--- src/logic/sbwa_regs.vh ---
// register offsets, field layout and reset values of the bank slice
`ifndef SBWA_REGS_VH
`define SBWA_REGS_VH
`define SBWA_OFS_B_RESULT   8'h44
`define SBWA_OFS_C_SOURCE   8'h50
`define SBWA_OFS_C_ENABLE   8'h54
`define SBWA_NORMALIZE_HELPER_BIT_BIT       31
`define SBWA_B_GPIO_MASK    32'h07ff_ffff
`define SBWA_C_DEF_MASK     32'h0003_ffff
`define SBWA_C_CTRL_LSB     0
`define SBWA_C_CTRL_CNT     3
`define SBWA_C_WAKE_LSB     3
`define SBWA_C_WAKE_CNT     14
`define SBWA_C_WAKE_MASK    32'h0003_fff8
`define SBWA_RST_WORD       32'h0000_0000
`endif

--- src/logic/sbwa_bank.v ---
// interrupt bank slice: bank-b result, bank-c source and enable
`include "sbwa_regs.vh"

// Function
// - Bank-b result bit 31 is a read/write normalize helper bit; the GPIO result bits are read-only.
// - The 32-bit bank-c source register has write-one-to-clear defined bits and read-only reserved bits.
// - The 32-bit bank-c enable register has read/write defined bits and read-only reserved bits.
// - Source bits 0 to 2 are set by the requests of bus controllers 0 to 2 and are not wake sources.
// - Source bits 3 to 16 are set by data-line edges on ports 00-07, 10-12 and 20-22, all wake-capable.
// - Source bit 17 is the wake-capable thermal interrupt of port 23.
// - Source bits 18 to 31 are reserved, read-only, non-wake and without interrupt function.
// - Each defined source bit has its enable and result bit at the same position.
// - A source bit stays set until software writes one to it; writing zero leaves it alone.
module sbwa_bank (
  input  wire        CLK,
  input  wire        NRST,
  input  wire        REG_WR,
  input  wire        REG_RD,
  input  wire [7:0]  REG_ADDR,
  input  wire [31:0] REG_WDATA,
  output reg  [31:0] REG_RDATA,
  input  wire [26:0] GPIO_B_RESULT_IN,
  input  wire        BUS_CTRL_ZERO_IRQ,
  input  wire        BUS_CTRL_ONE_IRQ,
  input  wire        BUS_CTRL_TWO_IRQ,
  input  wire [13:0] SERIAL_DATA_LINE,
  input  wire        PORT23_THERMAL_WAKE,
  output reg         BANK_C_IRQ,
  output reg         BANK_C_WAKE
);
  // register selects, one per mapped offset
  wire        sel_res_b;
  wire        sel_src_c;
  wire        sel_en_c;
  wire        wr_res_b;
  wire        wr_src_c;
  wire        wr_en_c;

  // event side
  wire [13:0] wake_edge;
  wire [31:0] set_vec;
  wire [31:0] clr_req;

  // bank-c state, gathered from the per-bit cells
  wire [31:0] source_q;
  wire [31:0] enable_q;
  wire [31:0] result_c;
  wire [31:0] wake_res_c;

  // per-register read words
  wire [31:0] rd_word_b;
  wire [31:0] rd_word_src;
  wire [31:0] rd_word_en;

  // bank-b normalize helper bit
  reg         normalize_helper_bit_b_q;
  reg         normalize_helper_bit_b_d;

  // read path and output next values
  reg  [31:0] rdata_d;
  reg  [31:0] rdata_next_d;
  reg         irq_d;
  reg         wake_d;

  localparam [31:0] def_mask  = `SBWA_C_DEF_MASK;
  localparam [31:0] wake_mask = `SBWA_C_WAKE_MASK;
  localparam [31:0] rst_word  = `SBWA_RST_WORD;

  sbwa_edge_det u_edge (
    .clk      (CLK),
    .nrst     (NRST),
    .line_in  (SERIAL_DATA_LINE),
    .edge_out (wake_edge)
  );

  // unmapped offsets ignore writes and read zero
  assign sel_res_b = (REG_ADDR == `SBWA_OFS_B_RESULT);
  assign sel_src_c = (REG_ADDR == `SBWA_OFS_C_SOURCE);
  assign sel_en_c  = (REG_ADDR == `SBWA_OFS_C_ENABLE);

  // single-cycle strobes, no wait states
  assign wr_res_b = REG_WR & sel_res_b;
  assign wr_src_c = REG_WR & sel_src_c;
  assign wr_en_c  = REG_WR & sel_en_c;

  assign clr_req = wr_src_c ? REG_WDATA : 32'h0000_0000;

  assign set_vec[2:0] = {BUS_CTRL_TWO_IRQ, BUS_CTRL_ONE_IRQ, BUS_CTRL_ZERO_IRQ};

  assign set_vec[16:3] = wake_edge;

  assign set_vec[17] = PORT23_THERMAL_WAKE;

  assign set_vec[31:18] = 14'h0000;

  genvar b;
  generate
    for (b = 0; b < 32; b = b + 1) begin : g_bit
      if (def_mask[b]) begin : g_def
        reg src_bit_q;
        reg src_bit_d;
        reg en_bit_q;
        reg en_bit_d;

        always @* begin
          src_bit_d = src_bit_q;
          if (clr_req[b]) begin
            src_bit_d = 1'b0;
          end
          // an event in the clearing cycle must not be lost
          if (set_vec[b]) begin
            src_bit_d = 1'b1;
          end
        end

        always @* begin
          en_bit_d = en_bit_q;
          if (wr_en_c) begin
            en_bit_d = REG_WDATA[b];
          end
        end

        always @(posedge CLK or negedge NRST) begin
          if (!NRST) begin
            src_bit_q <= rst_word[b];
            en_bit_q  <= rst_word[b];
          end else begin
            src_bit_q <= src_bit_d;
            en_bit_q  <= en_bit_d;
          end
        end

        assign source_q[b] = src_bit_q;
        assign enable_q[b] = en_bit_q;
      end else begin : g_rsv
        assign source_q[b] = 1'b0;
        assign enable_q[b] = 1'b0;
      end
    end
  endgenerate

  assign result_c   = source_q & enable_q;
  assign wake_res_c = result_c & wake_mask;

  assign rd_word_b   = {normalize_helper_bit_b_q, 4'h0, GPIO_B_RESULT_IN};
  assign rd_word_src = source_q;
  assign rd_word_en  = enable_q;

  always @* begin
    normalize_helper_bit_b_d = normalize_helper_bit_b_q;
    if (wr_res_b) begin
      normalize_helper_bit_b_d = REG_WDATA[`SBWA_NORMALIZE_HELPER_BIT_BIT];
    end
  end

  always @* begin
    case (REG_ADDR)
      `SBWA_OFS_B_RESULT: rdata_d = rd_word_b;
      `SBWA_OFS_C_SOURCE: rdata_d = rd_word_src;
      `SBWA_OFS_C_ENABLE: rdata_d = rd_word_en;
      default:            rdata_d = 32'h0000_0000;
    endcase
  end

  // read data held until the next read strobe
  always @* begin
    rdata_next_d = REG_RDATA;
    if (REG_RD) begin
      rdata_next_d = rdata_d;
    end
  end

  // or of results
  // wake only from wake-capable bits, gated by enable
  always @* begin
    irq_d  = |result_c;
    wake_d = |wake_res_c;
  end

  always @(posedge CLK or negedge NRST) begin
    if (!NRST) begin
      normalize_helper_bit_b_q <= rst_word[`SBWA_NORMALIZE_HELPER_BIT_BIT];
    end else begin
      normalize_helper_bit_b_q <= normalize_helper_bit_b_d;
    end
  end

  // outputs registered, so the bank interrupt lags its source by one cycle
  always @(posedge CLK or negedge NRST) begin
    if (!NRST) begin
      REG_RDATA   <= rst_word;
      BANK_C_IRQ  <= 1'b0;
      BANK_C_WAKE <= 1'b0;
    end else begin
      REG_RDATA   <= rdata_next_d;
      BANK_C_IRQ  <= irq_d;
      BANK_C_WAKE <= wake_d;
    end
  end
endmodule // sbwa_bank

--- src/logic/sbwa_edge_det.v ---
// per-line edge detector for the serial data line wake inputs
module sbwa_edge_det (
  input  wire        clk,
  input  wire        nrst,
  input  wire [13:0] line_in,
  output wire [13:0] edge_out
);
  reg  [13:0] prev_q;
  reg         armed_q;

  // first sample after reset only arms, so the reset level is no edge
  always @(posedge clk or negedge nrst) begin
    if (!nrst) begin
      prev_q  <= 14'h0000;
      armed_q <= 1'b0;
    end else begin
      prev_q  <= line_in;
      armed_q <= 1'b1;
    end
  end

  genvar i;
  generate
    for (i = 0; i < 14; i = i + 1) begin : g_edge
      assign edge_out[i] = armed_q & (line_in[i] ^ prev_q[i]);
    end
  endgenerate
endmodule // sbwa_edge_det

--- config.mk ---
export PLATFORM = sky130hd
export DESIGN_NAME = sbwa_bank
export DESIGN_NICKNAME = d
export VERILOG_FILES = /design/src/logic/sbwa_bank.v /design/src/logic/sbwa_edge_det.v
export VERILOG_INCLUDE_DIRS = /design/src /design/src/logic
export SDC_FILE = /design/constraint.sdc
export NUM_CORES = 1
export LEC_CHECK = 0
export BUFFER_PORTS_ARGS = -buffer_cell sky130_fd_sc_hd__buf_2
export CAP_MARGIN = 5
export CORE_ASPECT_RATIO = 0.5
export CORE_UTILIZATION = 37
export CTS_BUF_LIST = sky130_fd_sc_hd__clkbuf_8
export CTS_CLUSTER_SIZE = 14
export DETAILED_ROUTE_END_ITERATION = 12
export GPL_TIMING_DRIVEN = 0
export PLACE_DENSITY_LB_ADDON = 0.1
export SYNTH_ARGS = -nofsm -noshare
export SYNTH_HDL_FRONTEND = slang
export SYNTH_SLANG_ARGS = --single-unit
--- constraint.sdc ---
create_clock -name CLK -period 1.2 [get_ports CLK]
set_input_delay 0.24 -clock CLK [delete_from_list [all_inputs] [get_ports CLK]]
set_output_delay 0.24 -clock CLK [all_outputs]
set_load 0.02 [all_outputs]
==> summary.txt, run 1 <==
Synth
  • Number of enable flip-flop cells after synthesis: 0
  • Most instantiated library cell after synthesis: sky130_fd_sc_hd__dfrtp_1
  • Summed instance area of the synthesized netlist: 3630 µm²
  • Most frequently used flop master after synthesis: sky130_fd_sc_hd__dfrtp_1
  • Synthesis-stage register bit count: 82
  • Post-Synthesis Cells: between 200 and 300
  • Biggest area contributors in the synthesized netlist: sky130_fd_sc_hd__dfrtp_1 (57%), sky130_fd_sc_hd__mux2_4 (4.1%), sky130_fd_sc_hd__mux2i_1 (4.1%), sky130_fd_sc_hd__a22o_1 (3.6%), sky130_fd_sc_hd__a2bb2oi_1 (3.6%)
  • Share of the synthesized area in the top cell type: approximately 57%
  • Top post-synthesis cells by count: sky130_fd_sc_hd__dfrtp_1 (82), sky130_fd_sc_hd__inv_1 (28), sky130_fd_sc_hd__nand2_1 (19), sky130_fd_sc_hd__o22ai_1 (18)
  • Total of warnings raised by yosys: 0
  • Synth area leader: sky130_fd_sc_hd__dfrtp_1
  • Number of distinct library cells after synthesis: 34
  • Mean area per synthesized cell: between 10 and 15 µm²
  • Part of the Yosys area used for sequential elements: between 50 and 60%
  • Post-synth ARST share: between 90% and 100%

STA
  • Endpoints failing hold: 0
  • Final setup fails: 67
  • Fin worst setup slack: -0.3596 ns
  • Clock Skew: 0.005668 ns
  • Final count of pins violating max slew: 0
  • Worst hold margin: ~0.065 ns
  • Least-Margin Pin Slew: roughly 0.6 ns
  • Post-route minimum period: around 1.6 ns
  • Worst slew margin relative to its limit: between 50% and 60%
  • Period utilisation layout: 130.0%
  • Setup repair after global routing missed its margin: true
  • Maximum clock frequency: between 0.6 and 0.7 GHz

Worst setup path
  • Number of buffer and inverter instances along the worst setup path: 3
  • Startpoint types: input pin
  • Largest fanout of any net on the critical path: 5
  • Number of cells on the worst reg-to-reg path: 4
  • Most prevalent standard cell on the critical path: sky130_fd_sc_hd__buf_6
  • Critical path start-end classification: in2reg
  • Standard cell with the maximum stage delay on the critical path: sky130_fd_sc_hd__or4b_4
  • Capturing element type of the critical path: flop
  • Reg-to-reg slack, setup: -0.28 ns
  • Family with the most delay on the worst path: simple AND/OR/NAND/NOR gates
  • Crit path required time: 1.45 ns
  • Critical Path, Cell by Cell: buf_6 > or4b_4 > and4bb_2 > buf_6 > clkbuf_16 > nand2_1 > a22o_1
  • Endpoint arrival time on the critical path: approximately 1.8 ns
  • Highest cell delay on the worst timing path: just under 0.6 ns
  • Total number of cells along the worst setup path: 7

Floorplanning
  • Area of the die: 10230 µm²
  • Total number of placement rows: 25
  • Horiz. Die Dim: 142.1 µm
  • I/O pin count: 123
  • Core box area: 9478 µm²
  • Starting density of the core: 38.30%
  • Vert. Die Dim: approximately 72 µm

Clocking
  • Maximum buffer depth of the clock tree: 2
  • Insertion delay to the later sink of the worst-skew pair: approximately 0.35 ns
  • Total clock sinks: 82
  • Number of buffers inserted during clock tree synthesis: 9
  • CTS tree: done
  • Library cell used as clock root buffer: sky130_fd_sc_hd__clkbuf_8
  • CTS clock-pin slew for the worst setup and hold paths: ~0.08 ns
  • H-Tree Level Count: 3

Cells and area
  • Inserted Diodes: 0
  • Synthesis-to-layout area growth: 46.54%
  • Number of nets in the layout: roughly 530
  • Filler Cell Count: around 850
  • Fraction of final layout cells sized beyond drive strength 1: between 50% and 60%
  • Final std cells w/o fill: 585
  • Final std cell area, no fill: between 5000 and 6000 µm²

Min path
  • Number of cells on the worst hold path: 2
  • Type of the worst min-delay path: in2reg

Global routing
  • Remaining global-route overflow: 0
  • Number of global-route vias before repair: around 3000
  • Wire length of the first global-routing pass: between 15 and 20 mm
  • Tot GR Track Use: about a fifth
  • Antenna violations before repair: 0
  • Maximum number of pins on one net before global-route repair: 43

Place
  • Placed Area: about 4500 µm²
  • Instance count after placement with tap cells included: 538
  • Routability-driven placement congestion ratio: around 0.76
  • Setup WS pre-CTS: -0.9332 ns
  • Final HPWL DP: a little under 7 mm
  • Input/output buffers: 104

Outcome
  • Violations in the final reports: negative setup slack
  • Status: finished with violations

Routing
  • DRC marker count from the first detailed-route iteration: about 120
  • Routed via count: between 2000 and 3000
  • Antenna-violating nets left: 0
  • Post-route DRC violation count: 0
  • Detailed-routing iteration count for the pre-antenna-repair pass: 4
  • Routed Wire Length: 9.883 mm
  • Routed length per instance: roughly 17 µm
  • DR vias/cell: just under 5

Pwr
  • PnR Total Power: approximately 0.0057 W
  • Power density normalized to cell area: ~1100 nW/µm²
  • Leakage power total: around 2.5 nW
  • Largest vdd supply drop: around 460 µV

Flow run
  • Maxcap violations: 0
logic make-up (layout without fill, tap and decap cells):
family,count (synthesis),count (layout),share of synthesized area (%)
XOR/XNOR,14,14,3.378
multiplexers,37,37,12.00
flip-flops,82,82,56.53
AND/OR/NAND/NOR,40,40,6.826
buffers and inverters,47,199,5.929
AO/OA/AOI/OAI,73,73,15.13
other,2,5,0.2069
report_power, final:
part	switching (W)	internal (W)
clock network	0.00101	0.00106
logic	0.000367	0.000332
registers	0.0000486	0.00284
total	0.00143	0.00424
registers in the layout (all words and copies together) (netlist names):
register and cells:
g_bit.g_def.en_bit_q 18, normalize_helper_bit_b_q 1, g_bit.g_def.src_bit_q 18, REG_RDATA 28, BANK_C_WAKE 1, u_edge.armed_q 1
BANK_C_IRQ 1, u_edge.prev_q 14
worst register-to-register path: stages (launching register included):
cell	delay, ns
sky130_fd_sc_hd__dfrtp_1	0.40
sky130_fd_sc_hd__a222oi_1	0.34
sky130_fd_sc_hd__and3_1	0.22
sky130_fd_sc_hd__nand4_1	0.20
sky130_fd_sc_hd__nand2b_4	0.21
per-layer routing:
| layer | global-route usage [%] | vias up | wire (µm) |
|---|---|---|---|
| met2 | 33.71 | 71 | 4745 |
| met4 | 5.974 | 0 | 106 |
| met1 | 27.10 | 1425 | 4540 |
| met3 | 5.413 | 8 | 491 |
| met5 | 0 | - | 0 |
| li1 | - | 1352 | - |
metrics by stage:
| stage | setup TNS, ns | utilization (%) |
|---|---|---|
| detailed placement | -49.80 | 47.34 |
| global route | -19.56 | 56.12 |
| floorplan | -29.49 | - |
| global placement | -109.67 | 47.10 |
| finish | -17.77 | 56.12 |
| CTS | -18.51 | 55.06 |
repair_timing:
item	4_1_cts	5_1_grt
gates cloned	3	1
gates resized for setup	41	34
endpoints found under the hold margin	55	0
pin swaps	15	16
hold buffers	15	0
setup buffers	12	3
setup endpoints to repair	67	71
cell usage in the layout (no fill, tap or decap), drive strengths merged:
master	count
bufinv	1
and3	1
o21ai	10
nand4	2
dlygate4sd3	15
a222oi	2
nor2b	1
a221oi	1
a2bb2oi	15
mux2	22
clkinvlp	1
nor3b	1
xor2	14
nand3	10
conb	5
and4bb	1
clkinv	3
a22o	15
buf	134
nor4b	1
nor3	1
a21o	4
clkbuf	17
mux2i	15
o211ai	1
a22oi	7
dfrtp	82
nand2b	2
nand2	19
inv	28
or4b	1
o22ai	18
path summary, 6_finish.rpt:
| path | startpoint | to |
|---|---|---|
| max in group asynchronous | NRST | REG_RDATA[12]$_DFFE_PN0P_ |
| setup / recovery | REG_ADDR[5] | g_bit[12].g_def.src_bit_q$_DFFE_PN0P_ |
| hold / removal | BUS_CTRL_ZERO_IRQ | g_bit[0].g_def.src_bit_q$_DFFE_PN0P_ |
| hold reg to reg | REG_RDATA[18]$_DFFE_PN0P_ | REG_RDATA[18]$_DFFE_PN0P_ |
| setup reg to reg | g_bit[3].g_def.en_bit_q$_DFFE_PN0P_ | BANK_C_IRQ$_DFF_PN0_ |
| min in group asynchronous | NRST | REG_RDATA[22]$_DFFE_PN0P_ |
area by class of cell:
cell class | instances | area [µm²] | share of cell area, %
plain buffers | 18 | 168.9 | 3.176
multi-input cells | 169 | 1692 | 31.80
flip-flops and latches | 82 | 2052 | 38.58
clock buffers | 11 | 151.4 | 2.846
well taps | 135 | 168.9 | 3.176
repair buffers | 137 | 928.4 | 17.45
clock inverters | 5 | 52.55 | 0.9880
inverters | 28 | 105.1 | 1.976
No activity file was read; power rests on OpenSTA's default activity.
==> run 2: changes to the inputs <==
--- a/config.mk
+++ b/config.mk
@@ -15,6 +15,8 @@
 export DETAILED_ROUTE_END_ITERATION = 12
 export GPL_TIMING_DRIVEN = 0
 export PLACE_DENSITY_LB_ADDON = 0.1
+export SETUP_SLACK_MARGIN = 0.15
 export SYNTH_ARGS = -nofsm -noshare
 export SYNTH_HDL_FRONTEND = slang
+export SYNTH_HIERARCHICAL = 1
 export SYNTH_SLANG_ARGS = --single-unit
==> run 2 against run 1 <==
Against the previous run: count of clock-buffer cells in the layout fell by 1; via count increased by 4.4%; synthesized cell count is 7.5% lower; largest power group unchanged; the run still ends with negative setup slack left; clock power up 6%; synthesized area increased by 1.5%; register-to-register slack got worse by 0.10 ns; sequential cell count is the same.
==> summary.txt, run 2 <==
Outcome
  • Status: finished with violations
  • Violations in the final reports: negative setup slack

STA
  • Worst hold margin: approximately 0.019 ns
  • Worst slew margin relative to its limit: 55.99%
  • Setup repair after global routing missed its margin: true
  • Post-route minimum period: 1.611 ns
  • Final setup fails: 67
  • Fin worst setup slack: -0.4111 ns
  • Maximum clock frequency: 0.6207 GHz
  • Least-Margin Pin Slew: ~0.66 ns
  • Period utilisation layout: 134.3%
  • Final count of pins violating max slew: 0
  • Endpoints failing hold: 0
  • Clock Skew: ~0.0036 ns
  • Total negative slack: -19.99 ns

Flow run
  • Maxcap violations: 0

Worst setup path
  • Capturing element type of the critical path: flop
  • Crit path required time: 1.45 ns
  • Startpoint types: input pin
  • Largest fanout of any net on the critical path: 5
  • Endpoint arrival time on the critical path: around 1.9 ns
  • Critical path start-end classification: in2reg

Place
  • Final HPWL DP: slightly below 7 mm
  • Input/output buffers: 104
  • Routability-driven placement congestion ratio: roughly 0.8
  • Placed Area: around 4400 µm²

Cells and area
  • Registers with the most flip-flops: REG_RDATA x28, g_bit.g_def.en_bit_q x18, g_bit.g_def.src_bit_q x18
  • Commonest cells after routing, fill and taps aside: sky130_fd_sc_hd__dfrtp_1 (82), sky130_fd_sc_hd__buf_2 (73), sky130_fd_sc_hd__buf_6 (49), sky130_fd_sc_hd__buf_4 (37), sky130_fd_sc_hd__mux2_4 (19)
  • Utilization after layout: between 50 and 60%
  • Synthesis-to-layout area growth: 52.05%
  • Number of nets in the layout: 542
  • Register with the most flip-flops: REG_RDATA
  • Sequential cell area: approximately 2100 µm²
  • Filler Cell Count: between 800 and 900
  • Number of flip-flops in the largest register: 28
  • Final std cell area, no fill: between 5000 and 6000 µm²
  • Fraction of final layout cells sized beyond drive strength 1: about 56%
  • Inserted Diodes: 0
  • Multi-input combinational cell area: ~1700 µm²
  • Most common library cell in the layout ignoring fill and taps: sky130_fd_sc_hd__dfrtp_1

Routing
  • Routed length per instance: 17.73 µm
  • Detailed-routing iteration count for the pre-antenna-repair pass: 4
  • DR vias/cell: just over 5
  • DRC marker count from the first detailed-route iteration: roughly 170
  • Post-route DRC violation count: 0
  • Antenna-violating nets left: 0
  • Routed Wire Length: about 11 mm
  • Routed via count: approximately 3000

Clocking
  • Number of buffers inserted during clock tree synthesis: 9
  • Library cell used as clock root buffer: sky130_fd_sc_hd__clkbuf_8
  • Total clock sinks: just over 80
  • Insertion delay to the later sink of the worst-skew pair: 0.36 ns
  • CTS tree: done
  • Maximum buffer depth of the clock tree: 2
  • CTS clock-pin slew for the worst setup and hold paths: about 0.08 ns
  • H-Tree Level Count: 3

Pwr
  • Clock power share: 37.7%
  • Power density normalized to cell area: approximately 1000 nW/µm²
  • Leakage power total: 2.572 nW
  • Combinational power share: 12.8%
  • P_int: roughly 0.0045 W
  • PnR Total Power: about 0.0059 W
  • Net switching power figure: roughly 0.0014 W
  • Share of total power consumed by net switching: roughly a quarter
  • Relative contribution of sequential cells to total power: around 50%
  • Largest vdd supply drop: about 600 µV

Synth
  • Summed instance area of the synthesized netlist: approximately 3700 µm²
  • Total of warnings raised by yosys: 6
  • Share of the synthesized area in the top cell type: roughly 56%
  • Synthesis-stage register bit count: 82
  • Number of distinct library cells after synthesis: 31
  • Top post-synthesis cells by count: sky130_fd_sc_hd__dfrtp_1 (82), sky130_fd_sc_hd__mux2_2 (27), sky130_fd_sc_hd__nand2_1 (19)
  • Number of enable flip-flop cells after synthesis: 0
  • Biggest area contributors in the synthesized netlist: sky130_fd_sc_hd__dfrtp_1 (56%), sky130_fd_sc_hd__mux2_2 (8.3%), sky130_fd_sc_hd__a32oi_1 (4.3%), sky130_fd_sc_hd__o2bb2ai_1 (4.3%), sky130_fd_sc_hd__mux2_4 (4.1%)
  • Synth area leader: sky130_fd_sc_hd__dfrtp_1
  • Post-synth ARST share: 100.0%
  • Post-Synthesis Cells: around 270
  • Most frequently used flop master after synthesis: sky130_fd_sc_hd__dfrtp_1
  • Part of the Yosys area used for sequential elements: between 50% and 60%
  • Most instantiated library cell after synthesis: sky130_fd_sc_hd__dfrtp_1
  • Mean area per synthesized cell: about 13 µm²

Floorplanning
  • Starting density of the core: between 30% and 40%
  • I/O pin count: between 100 and 150
  • Vert. Die Dim: 72.57 µm
  • Horiz. Die Dim: 143.1 µm
  • Total number of placement rows: 25
  • Area of the die: slightly above 10000 µm²
  • Core box area: approximately 9500 µm²

Min path
  • Type of the worst min-delay path: in2reg

Global routing
  • Maximum number of pins on one net before global-route repair: between 60 and 70
  • Remaining global-route overflow: 0
  • Antenna violations before repair: 0
  • Wire length of the first global-routing pass: 15.89 mm
  • Tot GR Track Use: between 20% and 30%
  • Number of global-route vias before repair: approximately 3000
## run 2: final timing paths
kind                                                       from                                   end  slack [ns]  cells after the start
setup / recovery                                    REG_ADDR[1]  g_bit[16].g_def.en_bit_q$_DFFE_PN0P_       -0.41                      7
hold / removal                             SERIAL_DATA_LINE[11]           u_edge/prev_q[11]$_DFF_PN0_        0.02                      1
setup reg to reg           g_bit[3].g_def.src_bit_q$_DFFE_PN0P_                  BANK_C_IRQ$_DFF_PN0_       -0.38                      4
hold reg to reg            g_bit[7].g_def.src_bit_q$_DFFE_PN0P_  g_bit[7].g_def.src_bit_q$_DFFE_PN0P_        0.52                      1
max in group asynchronous                                  NRST   g_bit[6].g_def.en_bit_q$_DFFE_PN0P_        0.32                      3
min in group asynchronous                                  NRST              REG_RDATA[0]$_DFFE_PN0P_        0.30                      2
## run 2: repair_timing
item,4_1_cts,5_1_grt
pin swaps,9,16
setup buffers,32,11
gates resized for setup,99,25
cloned,2,2
setup endpoints to repair,97,97
hold endpoints to repair,31,0
hold buffers,14,0
## run 2: final cells by class
| class | instances | area share (%) |
|---|---|---|
| buffer | 20 | 3.171 |
| clock buffer | 10 | 2.456 |
| clock inverter | 6 | 1.452 |
| inverter | 1 | 0.06699 |
| multi-input combinational | 173 | 29.48 |
| sequential | 82 | 36.62 |
| tap | 135 | 3.015 |
| timing repair buffer | 166 | 23.74 |
## run 2: cell families (layout without fill, tap and decap cells)
group / after synthesis / after routing / synth area share, %
other cells: 2 / 5 / 0.2038
simple gates: 44 / 44 / 7.606
buf+inv: 21 / 203 / 4.075
xor+xnor: 14 / 14 / 3.328
flops: 82 / 82 / 55.69
mux: 37 / 37 / 12.33
compound gates: 73 / 73 / 16.77
## run 2: metal layers
layer	share of wire, %	track usage (%)
met1	47	27.74
met2	46	34.63
met3	5.7	5.743
met4	1.2	5.376
met5	0	0
## run 2: through the flow
step,instances,worst slack (ns)
3_3_place_gp,515,-0.9391
5_1_grt,593,-0.4195
4_1_cts,580,-0.3677
2_1_floorplan,276,-0.6060
3_5_place_dp,516,-0.9683
6_report,593,-0.4111
## run 2: worst max-delay path, cell delays in order
cell,delay [ns]
sky130_fd_sc_hd__buf_6,0.09
sky130_fd_sc_hd__or4_4,0.58
sky130_fd_sc_hd__nor2_4,0.14
sky130_fd_sc_hd__and4_1,0.20
sky130_fd_sc_hd__buf_6,0.15
sky130_fd_sc_hd__clkbuf_16,0.16
sky130_fd_sc_hd__mux2_4,0.29
## run 2: power by group through the flow
| stage | combinational (W) | sequential, W | clock (W) |
|---|---|---|---|
| 6_report | 0.000753 | 0.00290 | 0.00221 |
| 5_1_grt | 0.000818 | 0.00291 | 0.00238 |
| 4_1_cts | 0.000719 | 0.00290 | 0.00227 |
| 3_5_place_dp | 0.000613 | 0.00295 | 0 |
| 3_3_place_gp | 0.000590 | 0.00294 | 0 |
| 2_1_floorplan | 0.000266 | 0.00297 | 0 |
==> run 3: changes to the inputs <==
--- a/config.mk
+++ b/config.mk
@@ -8,6 +8,8 @@
 export LEC_CHECK = 0
 export BUFFER_PORTS_ARGS = -buffer_cell sky130_fd_sc_hd__buf_2
 export CAP_MARGIN = 5
+export CELL_PAD_IN_SITES_DETAIL_PLACEMENT = 1
+export CELL_PAD_IN_SITES_GLOBAL_PLACEMENT = 1
 export CORE_ASPECT_RATIO = 0.5
 export CORE_UTILIZATION = 37
 export CTS_BUF_LIST = sky130_fd_sc_hd__clkbuf_8
==> run 3 against run 2 <==
Against the previous run: the run still ends with negative setup slack left; non-clock buffer count increased by 5; clock power is 4% higher; count of clock-buffer cells in the layout did not move; power grew 1.7%; combinational power is 2% higher; die area stayed put; worst hold slack better by 0.023 ns.
==> summary.txt, run 3 (synthesis results as in run 2) <==
Global routing
  • Remaining global-route overflow: 0
  • Wire length of the first global-routing pass: ~17 mm
  • Number of global-route vias before repair: 3249
  • Maximum number of pins on one net before global-route repair: slightly above 70
  • Antenna violations before repair: 0
  • Tot GR Track Use: between 20% and 30%

STA
  • Maximum clock frequency: slightly above 0.6 GHz
  • Least-Margin Pin Slew: 0.6701 ns
  • Setup repair after global routing missed its margin: true
  • Final count of pins violating max slew: 0
  • Endpoints failing hold: 0
  • Period utilisation layout: 136.3%
  • Worst slew margin relative to its limit: between 50% and 60%
  • Post-route minimum period: 1.635 ns
  • Worst hold margin: approximately 0.041 ns
  • Fin worst setup slack: -0.4350 ns
  • Final setup fails: 67
  • Total negative slack: -19.73 ns
  • Clock Skew: 0.01177 ns

Worst setup path
  • Endpoint arrival time on the critical path: around 1.9 ns
  • Reg-to-reg slack, setup: -0.44 ns
  • Reg2Reg Capture Point: BANK_C_IRQ$_DFF_PN0_
  • Startpoint of the worst-slack reg-to-reg timing path: g_bit[9].g_def.src_bit_q$_DFFE_PN0P_
  • Crit path required time: 1.46 ns
  • Capturing element type of the critical path: flop
  • Worst setup path startpoint: g_bit[9].g_def.src_bit_q$_DFFE_PN0P_
  • Capturing instance or port of the critical path: BANK_C_IRQ$_DFF_PN0_
  • Number of cells on the worst reg-to-reg path: 4
  • Largest fanout of any net on the critical path: 2
  • Startpoint types: flop
  • Critical path start-end classification: reg2reg

Cells and area
  • Fraction of final layout cells sized beyond drive strength 1: 57.45%
  • Filler Cell Count: approximately 960
  • Synthesis-to-layout area growth: 55.59%
  • Final std cells w/o fill: 598
  • Commonest cells after routing, fill and taps aside: sky130_fd_sc_hd__dfrtp_1 (82), sky130_fd_sc_hd__buf_2 (74), sky130_fd_sc_hd__buf_6 (52), sky130_fd_sc_hd__buf_4 (36), sky130_fd_sc_hd__mux2_4 (19)
  • Utilization after layout: between 60% and 70%
  • Registers with the most flip-flops: REG_RDATA x28, g_bit.g_def.en_bit_q x18, g_bit.g_def.src_bit_q x18
  • Number of nets in the layout: between 500 and 600
  • Most common library cell in the layout ignoring fill and taps: sky130_fd_sc_hd__dfrtp_1
  • Inserted Diodes: 0
  • Register with the most flip-flops: REG_RDATA
  • Number of flip-flops in the largest register: 28

Clocking
  • Total clock sinks: between 80 and 90
  • Number of buffers inserted during clock tree synthesis: 9
  • CTS tree: done
  • Insertion delay to the later sink of the worst-skew pair: around 0.37 ns
  • Maximum buffer depth of the clock tree: 2
  • Library cell used as clock root buffer: sky130_fd_sc_hd__clkbuf_8
  • CTS clock-pin slew for the worst setup and hold paths: 0.09 ns
  • H-Tree Level Count: 3

Routing
  • DR vias/cell: 5.174
  • DRC marker count from the first detailed-route iteration: ~130
  • Post-route DRC violation count: 0
  • Routed via count: 3094
  • Routed length per instance: 20.75 µm
  • Antenna-violating nets left: 0
  • Routed Wire Length: between 10 and 15 mm
  • Detailed-routing iteration count for the pre-antenna-repair pass: 4

Floorplanning
  • Core box area: approximately 9500 µm²
  • Area of the die: between 10000 and 15000 µm²
  • I/O pin count: 123
  • Horiz. Die Dim: between 100 and 150 µm
  • Starting density of the core: 38.62%
  • Total number of placement rows: 25
  • Vert. Die Dim: approximately 73 µm

Min path
  • Type of the worst min-delay path: in2reg

Place
  • Instance count after placement with tap cells included: between 500 and 600
  • Input/output buffers: about 100
  • Routability-driven placement congestion ratio: a little under 0.8
  • Final HPWL DP: between 7 and 8 mm

Outcome
  • Status: finished with violations
  • Violations in the final reports: negative setup slack

Pwr
  • PnR Total Power: 0.005965 W
  • Power density normalized to cell area: about 1000 nW/µm²
  • Leakage power total: between 2 and 3 nW
  • Largest vdd supply drop: 489.3 µV

Flow run
  • Maxcap violations: 0
run 3: cell types whose count changed in the layout (fill, tap and decap cells not counted), moves of 2 or more:
cell	previous run	this run
sky130_fd_sc_hd__nand2_2	17	13
sky130_fd_sc_hd__o2bb2ai_1	18	14
sky130_fd_sc_hd__buf_6	49	52
sky130_fd_sc_hd__o2bb2ai_2	0	4
sky130_fd_sc_hd__buf_8	4	2
sky130_fd_sc_hd__nand2_4	0	5
sky130_fd_sc_hd__clkinv_4	0	2
sky130_fd_sc_hd__buf_12	2	4
run 3: worst max-delay path, cell delays in order (launching register included):
cell,delay (ns)
sky130_fd_sc_hd__dfrtp_1,0.41
sky130_fd_sc_hd__a222oi_1,0.42
sky130_fd_sc_hd__and3_1,0.25
sky130_fd_sc_hd__nand4_1,0.23
sky130_fd_sc_hd__nand2b_1,0.22
run 3: cell type report:
type | count | area, µm² | share of cell area [%]
Buffer | 20 | 192.7 | 3.361
Clock buffer | 10 | 137.6 | 2.401
Clock inverter | 6 | 90.09 | 1.571
Inverter | 1 | 3.754 | 0.06547
Multi-Input combinational cell | 173 | 1695 | 29.57
Sequential cell | 82 | 2052 | 35.79
Tap cell | 135 | 168.9 | 2.946
Timing Repair Buffer | 171 | 1393 | 24.29
run 3: worst min-delay path by stage:
stage                               startpoint                                    to  slack (ns)  cells after the start
final                        BUS_CTRL_ZERO_IRQ  g_bit[0].g_def.src_bit_q$_DFFE_PN0P_        0.04                      2
after detailed placement                  NRST             REG_RDATA[25]$_DFFE_PN0P_         0.1                      1
after CTS                    BUS_CTRL_ZERO_IRQ  g_bit[0].g_def.src_bit_q$_DFFE_PN0P_        0.03                      2
after global routing         BUS_CTRL_ZERO_IRQ  g_bit[0].g_def.src_bit_q$_DFFE_PN0P_        0.02                      2
after global placement    SERIAL_DATA_LINE[10]           u_edge/prev_q[10]$_DFF_PN0_        0.37                      1
after floorplan                           NRST                  BANK_C_IRQ$_DFF_PN0_       -0.06                      0
run 3: through the flow:
step	setup slack [ns]	area, µm²
after floorplan	-0.6060	3711
after global placement	-1.015	4400
after detailed placement	-1.021	4431
after CTS	-0.4226	5360
after global routing	-0.5341	5733
final	-0.4350	5733
run 3: per-layer routing:
layer	vias up	wire length, µm	track usage [%]
met4	0	200	6.571
met2	98	6022	37.56
met5	-	0	0
li1	1382	-	-
met3	17	722	5.875
met1	1597	5464	30.99
run 3: power by group:
| group | total, W | internal [W] | switching, W | leakage (nW) |
|---|---|---|---|---|
| Combinational | 0.000766 | 0.000387 | 0.000379 | 1.53 |
| Sequential | 0.00290 | 0.00284 | 0.0000536 | 1.01 |
| Clock | 0.00230 | 0.00123 | 0.00107 | 0.112 |
run 3: repair_timing:
action,4_1_cts,5_1_grt
setup buffers,33,14
pin swaps,10,16
endpoints found under the setup margin,97,97
resized for setup,86,54
hold buffers,15,0
gates cloned,1,3
hold endpoints to repair,25,0
